File: config.mk
export PLATFORM = sky130hd
export DESIGN_NAME = ext_data_access_stretch
export DESIGN_NICKNAME = d
export VERILOG_FILES = /design/src/ext_data_access_pkg.sv /design/src/ext_data_access_stretch.sv /design/src/strobe_width_calc.sv
export VERILOG_INCLUDE_DIRS = /design/src /design/src/src
export SDC_FILE = /design/constraint.sdc
export NUM_CORES = 1
export LEC_CHECK = 0
export BUFFER_PORTS_ARGS = -buffer_cell sky130_fd_sc_hd__buf_4
export CORE_MARGIN = 2
export CORE_UTILIZATION = 41
export CTS_CLUSTER_SIZE = 16
export DETAILED_ROUTE_END_ITERATION = 8
export PLACE_DENSITY = 0.73
export REMOVE_ABC_BUFFERS = 1
export SKIP_CTS_REPAIR_TIMING = 1
export SYNTH_ARGS = -nofsm -noshare
export SYNTH_HDL_FRONTEND = slang
export SYNTH_SLANG_ARGS = --single-unit
File: constraint.sdc
create_clock -name clk_i -period 2.9 [get_ports clk_i]
set_input_delay 0 -clock clk_i [delete_from_list [all_inputs] [get_ports clk_i]]
set_output_delay 0 -clock clk_i [all_outputs]
set_load 0.005 [all_outputs]
File: src/ext_data_access_stretch_regs.svh
// timing constants and field layout for the external data move sequencer
`ifndef EXT_DATA_ACCESS_STRETCH_REGS_SVH
`define EXT_DATA_ACCESS_STRETCH_REGS_SVH

`define CLOCKS_PER_MC       3'h4
`define STRETCH_MSB         2
`define STRETCH_LSB         0
`define STRETCH_RESET       3'h1
`define FETCH_CLOCKS        3'h4
`define STROBE_MIN_CLOCKS   5'h02
`define STROBE_STEP_CLOCKS  5'h04

`endif

File: src/ext_data_access_pkg.sv
// types for the external data move sequencer
`default_nettype none
package ext_data_access_pkg;
    typedef enum logic [2:0] {
        ST_IDLE   = 3'b000,
        ST_FETCH  = 3'b001,
        ST_ADDR   = 3'b010,
        ST_STROBE = 3'b011,
        ST_TAIL   = 3'b100
    } seq_state_t;
endpackage
`default_nettype wire

File: src/ext_data_access_stretch.sv
// sequencer for the fetch and stretched access cycles of an external data move
`default_nettype none
`include "ext_data_access_stretch_regs.svh"
// Functional notes
// - every external data move starts with a four clock opcode fetch
// - the cycle after the fetch drives the address and performs the access
// - stretch comes from bits 2..0 of the clock control register
// - stretch 0..7 gives instructions of 2..9 machine cycles
// - only external data moves are lengthened; cpu is held meanwhile
// - stretch resets to one, giving three machine cycles
// - strobe width is 2 clocks at zero, else 4 clocks per step
// - wait input only honoured when wait enable is set
// - wait sampled at the last clock state before strobe rise; adds a cycle
// - wait cycles are unlimited; access ends when wait is released
module ext_data_access_stretch
    import ext_data_access_pkg::*;
(
    input  wire logic        clk_i,
    input  wire logic        rstn_i,
    input  wire logic        start_i,
    input  wire logic        write_i,
    input  wire logic [15:0] addr_i,
    input  wire logic [7:0]  wdata_i,
    input  wire logic        clock_control_reg_we_i,
    input  wire logic [7:0]  clock_control_reg_wdata_i,
    input  wire logic        wait_enable_i,
    input  wire logic        wait_i,
    input  wire logic [7:0]  data_i,
    output logic      [2:0]  stretch_select_o,
    output logic             cpu_hold_o,
    output logic             busy_o,
    output logic             done_o,
    output logic      [7:0]  rdata_o,
    output logic      [15:0] addr_o,
    output logic      [7:0]  data_o,
    output logic             data_oe_n_o,
    output logic             rd_n_o,
    output logic             wr_n_o
);
    seq_state_t  state, next_state;
    logic [2:0]  stretch_select, next_stretch_select;
    logic [2:0]  lat_stretch, next_lat_stretch;
    logic [4:0]  cnt, next_cnt;
    logic        is_wr, next_is_wr;
    logic [15:0] addr_q, next_addr_q;
    logic [7:0]  wdat, next_wdat;
    logic [7:0]  rdat, next_rdat;
    logic        done, next_done;
    logic        rd_n, next_rd_n;
    logic        wr_n, next_wr_n;
    logic        oe_n, next_oe_n;
    logic [4:0]  strobe_clocks;
    logic [3:0]  mach_cycles;

    strobe_width_calc u_calc (
        .stretch_i       (lat_stretch),
        .strobe_clocks_o (strobe_clocks),
        .mach_cycles_o   (mach_cycles)
    );

    // tail count so that fetch, setup, strobe and tail fill exactly 4*mc clocks
    function automatic logic [4:0] tail_clocks(input logic [3:0] mc, input logic [4:0] sw);
        tail_clocks = 5'({mc, 2'b00} - {1'b0, sw} - 6'h06);
    endfunction

    // the shared down counter has run out
    function automatic logic count_out(input logic [4:0] c);
        count_out = (c == 5'h00);
    endfunction

    // a wait pin left floating high must not stretch moves unless enabled
    logic wait_req;
    always_comb
    begin
        wait_req = wait_enable_i && wait_i;
    end

    always_comb
    begin
        next_stretch_select = stretch_select;
        if (clock_control_reg_we_i)
            next_stretch_select = clock_control_reg_wdata_i[`STRETCH_MSB:`STRETCH_LSB];
        next_state       = state;
        next_lat_stretch = lat_stretch;
        next_cnt         = cnt;
        next_is_wr       = is_wr;
        next_addr_q      = addr_q;
        next_wdat        = wdat;
        next_rdat        = rdat;
        next_done        = 1'b0;
        next_rd_n        = 1'b1;
        next_wr_n        = 1'b1;
        next_oe_n        = 1'b1;
        case (state)
            ST_IDLE:
            begin
                if (start_i)
                begin
                    // latched once: later writes cannot disturb this access
                    next_lat_stretch = stretch_select;
                    next_is_wr       = write_i;
                    next_addr_q      = addr_i;
                    next_wdat        = wdata_i;
                    next_cnt         = 5'(`FETCH_CLOCKS) - 5'h1;
                    next_state       = ST_FETCH;
                end
            end
            ST_FETCH:
            begin
                if (count_out(cnt))
                    next_state = ST_ADDR;
                else
                    next_cnt = cnt - 5'h1;
            end
            ST_ADDR:
            begin
                // one clock of address setup, then strobe
                next_oe_n  = ~is_wr;
                next_cnt   = strobe_clocks - 5'h1;
                next_rd_n  = is_wr;
                next_wr_n  = ~is_wr;
                next_state = ST_STROBE;
            end
            ST_STROBE:
            begin
                next_oe_n  = ~is_wr;
                next_rd_n  = is_wr;
                next_wr_n  = ~is_wr;
                if (count_out(cnt))
                begin
                    // last clock state before strobe rise: extend per cycle
                    if (wait_req)
                        next_cnt = 5'h3;
                    else
                    begin
                        next_rdat  = data_i;
                        next_rd_n  = 1'b1;
                        next_wr_n  = 1'b1;
                        next_cnt   = tail_clocks(mach_cycles, strobe_clocks);
                        next_state = ST_TAIL;
                    end
                end
                else
                    next_cnt = cnt - 5'h1;
            end
            ST_TAIL:
            begin
                next_oe_n = 1'b1;
                // bit 4 only guards a wrapped count so the sequencer cannot hang
                if (count_out(cnt) || cnt[4])
                begin
                    next_done  = 1'b1;
                    next_state = ST_IDLE;
                end
                else
                    next_cnt = cnt - 5'h1;
            end
            default:
                next_state = ST_IDLE;
        endcase
    end

    always_ff @(posedge clk_i or negedge rstn_i)
    begin
        if (!rstn_i)
        begin
            state          <= ST_IDLE;
            stretch_select <= `STRETCH_RESET;
            lat_stretch    <= `STRETCH_RESET;
            cnt            <= 5'h00;
            is_wr          <= 1'b0;
            addr_q         <= 16'h0000;
            wdat           <= 8'h00;
            rdat           <= 8'h00;
            done           <= 1'b0;
            rd_n           <= 1'b1;
            wr_n           <= 1'b1;
            oe_n           <= 1'b1;
        end
        else
        begin
            state          <= next_state;
            stretch_select <= next_stretch_select;
            lat_stretch    <= next_lat_stretch;
            cnt            <= next_cnt;
            is_wr          <= next_is_wr;
            addr_q         <= next_addr_q;
            wdat           <= next_wdat;
            rdat           <= next_rdat;
            done           <= next_done;
            rd_n           <= next_rd_n;
            wr_n           <= next_wr_n;
            oe_n           <= next_oe_n;
        end
    end

    // hold only while a move is under way; other instructions never see it
    logic hold_q, next_hold;
    always_comb
    begin
        next_hold = (next_state != ST_IDLE);
    end
    always_ff @(posedge clk_i or negedge rstn_i)
    begin
        if (!rstn_i)
            hold_q <= 1'b0;
        else
            hold_q <= next_hold;
    end

    assign stretch_select_o = stretch_select;
    assign cpu_hold_o       = hold_q;
    assign busy_o           = hold_q;
    assign done_o           = done;
    assign rdata_o          = rdat;
    assign addr_o           = addr_q;
    assign data_o           = wdat;
    assign data_oe_n_o      = oe_n;
    assign rd_n_o           = rd_n;
    assign wr_n_o           = wr_n;
endmodule
`default_nettype wire

File: src/strobe_width_calc.sv
// strobe width and machine cycle count derived from the stretch setting
`default_nettype none
`include "ext_data_access_stretch_regs.svh"
module strobe_width_calc
    import ext_data_access_pkg::*;
(
    input  wire logic [2:0] stretch_i,
    output logic      [4:0] strobe_clocks_o,
    output logic      [3:0] mach_cycles_o
);
    function automatic logic [4:0] strobe_width(input logic [2:0] s);
        // 2 clocks at zero, then 4 per step
        if (s == 3'h0)
            strobe_width = `STROBE_MIN_CLOCKS;
        else
            strobe_width = 5'({s, 2'b00});
    endfunction

    always_comb
    begin
        strobe_clocks_o = strobe_width(stretch_i);
        mach_cycles_o   = 4'({1'b0, stretch_i}) + 4'h2;
    end
endmodule
`default_nettype wire

==> run summary <==
Clk Latency, worst-skew pair -> 0.31 ns
maximum fanout along the worst path -> 14
Starting Density -> 0.426
Post-Synthesis Cells -> 174
FFs w/ async S/R, synth -> 1.00
main combinational cell family by area after synthesis -> multiplexers
hold_ws -> 0.0525 ns
Total Nets Final -> 346
Layout area overhead -> 49.0%
core box area -> 0.00551 mm2
WP data arrival -> 2.13 ns
number of antenna cells inserted -> 0
adder-cell share of the synthesized area -> 0.0160
share of post-route cells with drive strength above 1 -> 0.458
power per cell area -> 881 mW/mm2
via count -> 1,803
Max IR drop VDD -> 0.000471 V
Die H -> 79.7 um
Post-DP Area -> 0.00301 mm2
DRT Pass-1 Iters -> 4
Leak -> 1.61 nW
syn avg cell area -> 13.5 um2
post-synthesis mux area share -> 0.187
final wirelength -> 5080 um
root buf cell -> clkbuf_8
CTS clk-pin slew, worst paths -> 0.10 ns
Max Fclk -> 0.519 GHz
gr usage total -> 0.157
post-placement worst setup slack -> 0.982 ns
Yosys cell types -> 42
I/O pin cnt -> 88
vias in the first global route -> 1,693
# DRC -> 0
Compound-Gate Fraction of Synth Area -> 0.0741
fin. max-slew vios -> 0
WP data required -> 3.10 ns
Final HPWL DP -> 3360 um
total gr overflow -> 0
FP Rows -> 27
clock skew after layout -> 0.00929 ns
Routed Antenna Nets -> 0
largest net degree at the start of global routing -> 53
cell area after synthesis -> 0.00235 mm2
clock tree buffer depth -> 2
first-pass GRT wire length -> 7670 um
Slew headroom -> 0.583
DIE AREA -> 0.00635 mm2
port bufs -> 82
# clock sinks -> 52
Worst Max-Slew Pin Slew -> 0.625 ns
critical path class -> flip-flop to flip-flop
#FFs+latches synth -> 52
Seq/Total Area, Yosys -> 0.557
xor/xnor cell area share of the yosys netlist -> 0.00746
final worst path period share -> 0.664
status -> finished, final reports clean
Max Cap Viol -> 0
RSZ-0062 raised after global routing -> no
H-tree Lvls -> 2
setup ws final -> 0.975 ns
crit end category -> flip-flop
Synth Flop Type -> dfrtp_1
commonest non-fill, non-tap cell in the layout -> buf_4
number of antenna violations at the first check in global routing -> 0
Vias/cell -> 4.89
Ys Warns -> 0
Die Wd -> 79.7 um
Routed WL per cell -> 13.8 um
crit path time final -> 1.93 ns
Post-synth EDFFs -> 0
hold crit path type -> input port to flip-flop
CTS buffer count -> 5
cell area after layout -> 0.00350 mm2
GP Congestion -> 0.814
initial DRC count -> 63
most frequent cells in the layout -> 83 x buf_4, 47 x dfrtp_1, 40 x dlygate4sd3_1
CTS tree -> done
final hold viol count -> 0
Startpoint Class -> flip-flop
Synth Area in Simple Gates -> 0.127
Final setup viols -> 0
area by class of cell:
type / instances / area, um2
fillers: 418 / 2010
flip-flops and latches: 52 / 1310
repair buffers: 123 / 1020
multi-input cells: 111 / 980
well taps: 72 / 90.1
clock buffers: 6 / 72.6
clock inverters: 2 / 13.8
inverters: 3 / 11.3
synthesized netlist by cell type (2+ instances only):
cell type | count | area share
nor2b_1 | 3 | 0.0080
nand2_1 | 7 | 0.011
mux2_1 | 6 | 0.029
inv_1 | 3 | 0.0048
nor3b_4 | 2 | 0.016
nor2_1 | 6 | 0.0096
buf_6 | 2 | 0.0096
nand2b_1 | 3 | 0.0080
a311oi_1 | 2 | 0.0075
a21oi_1 | 6 | 0.013
nand3_1 | 2 | 0.0043
conb_1 | 2 | 0.0032
buf_2 | 5 | 0.011
xnor2_1 | 2 | 0.0075
o21ai_0 | 5 | 0.011
o32a_1 | 3 | 0.013
nor3b_1 | 2 | 0.0064
o31ai_1 | 2 | 0.0064
mux2_2 | 33 | 0.16
or3_1 | 2 | 0.0053
dfrtp_1 | 47 | 0.50
nor3_1 | 3 | 0.0064
dfstp_2 | 5 | 0.056
ha_1 | 3 | 0.016
worst max-delay path, cell delays in order, from the launching register on:
cell and delay [ns]:
dfrtp_1 0.61, nor2b_1 0.40, nand4b_4 0.31, nand3b_4 0.20
o21ai_0 0.09, a22o_1 0.19
registers in the layout, indices dropped and copies added (netlist names):
signal	cells
addr_o	16
data_o	8
rdata_o	8
cnt	5
lat_stretch	3
state	3
stretch_select_o	3
busy_o	1
data_oe_n_o	1
done_o	1
is_wr	1
rd_n_o	1
wr_n_o	1
final timing paths:
path | to | slack, ns | startpoint | cells past startpoint
setup / recovery | cnt[3]$_DFFE_PN0P_ | 0.97 | state[0]$_DFF_PN0_ | 5
hold / removal | state[0]$_DFF_PN0_ | 0.05 | wait_i | 3
setup reg to reg | cnt[3]$_DFFE_PN0P_ | 0.97 | state[0]$_DFF_PN0_ | 5
hold reg to reg | data_oe_n_o$_DFF_PN1_ | 0.45 | is_wr$_DFFE_PN0P_ | 1
max in group asynchronous | addr_o[5]$_DFFE_PN0P_ | 2.23 | rstn_i | 2
min in group asynchronous | rdata_o[4]$_DFFE_PN0P_ | 0.24 | rstn_i | 2
layer usage:
metal  up-vias  global-route usage  wire [um]
met4         0              0.0552         85
li1        860                   -          -
met3         7              0.0645        366
met1       882               0.187       2030
met5         -                   0          0
met2        54               0.255       2600
per-stage QoR:
| stage | total power [mW] | setup TNS (ns) | util | instances |
|---|---|---|---|---|
| floorplan | 2.02 | -34.00 | - | 166 |
| global placement | 2.59 | 0 | 0.547 | 321 |
| detailed placement | 2.64 | 0 | 0.547 | 321 |
| CTS | 3.06 | 0 | 0.563 | 329 |
| global route | 3.32 | 0 | 0.635 | 369 |
| finish | 3.08 | 0 | 0.635 | 369 |
report_power, final:
part	internal (mW)	switching [mW]
Sequential	1.07	0.254
Clock	0.172	0.239
Combinational	0.827	0.521
Total	2.07	1.01
kinds of logic after synthesis:
family	Yosys count
xor+xnor	2
simple gates	40
mux	39
fa+ha+maj	3
compound gates	25
other cells	2
buf+inv	11
flops	52
(Power assumes the default switching activity.)
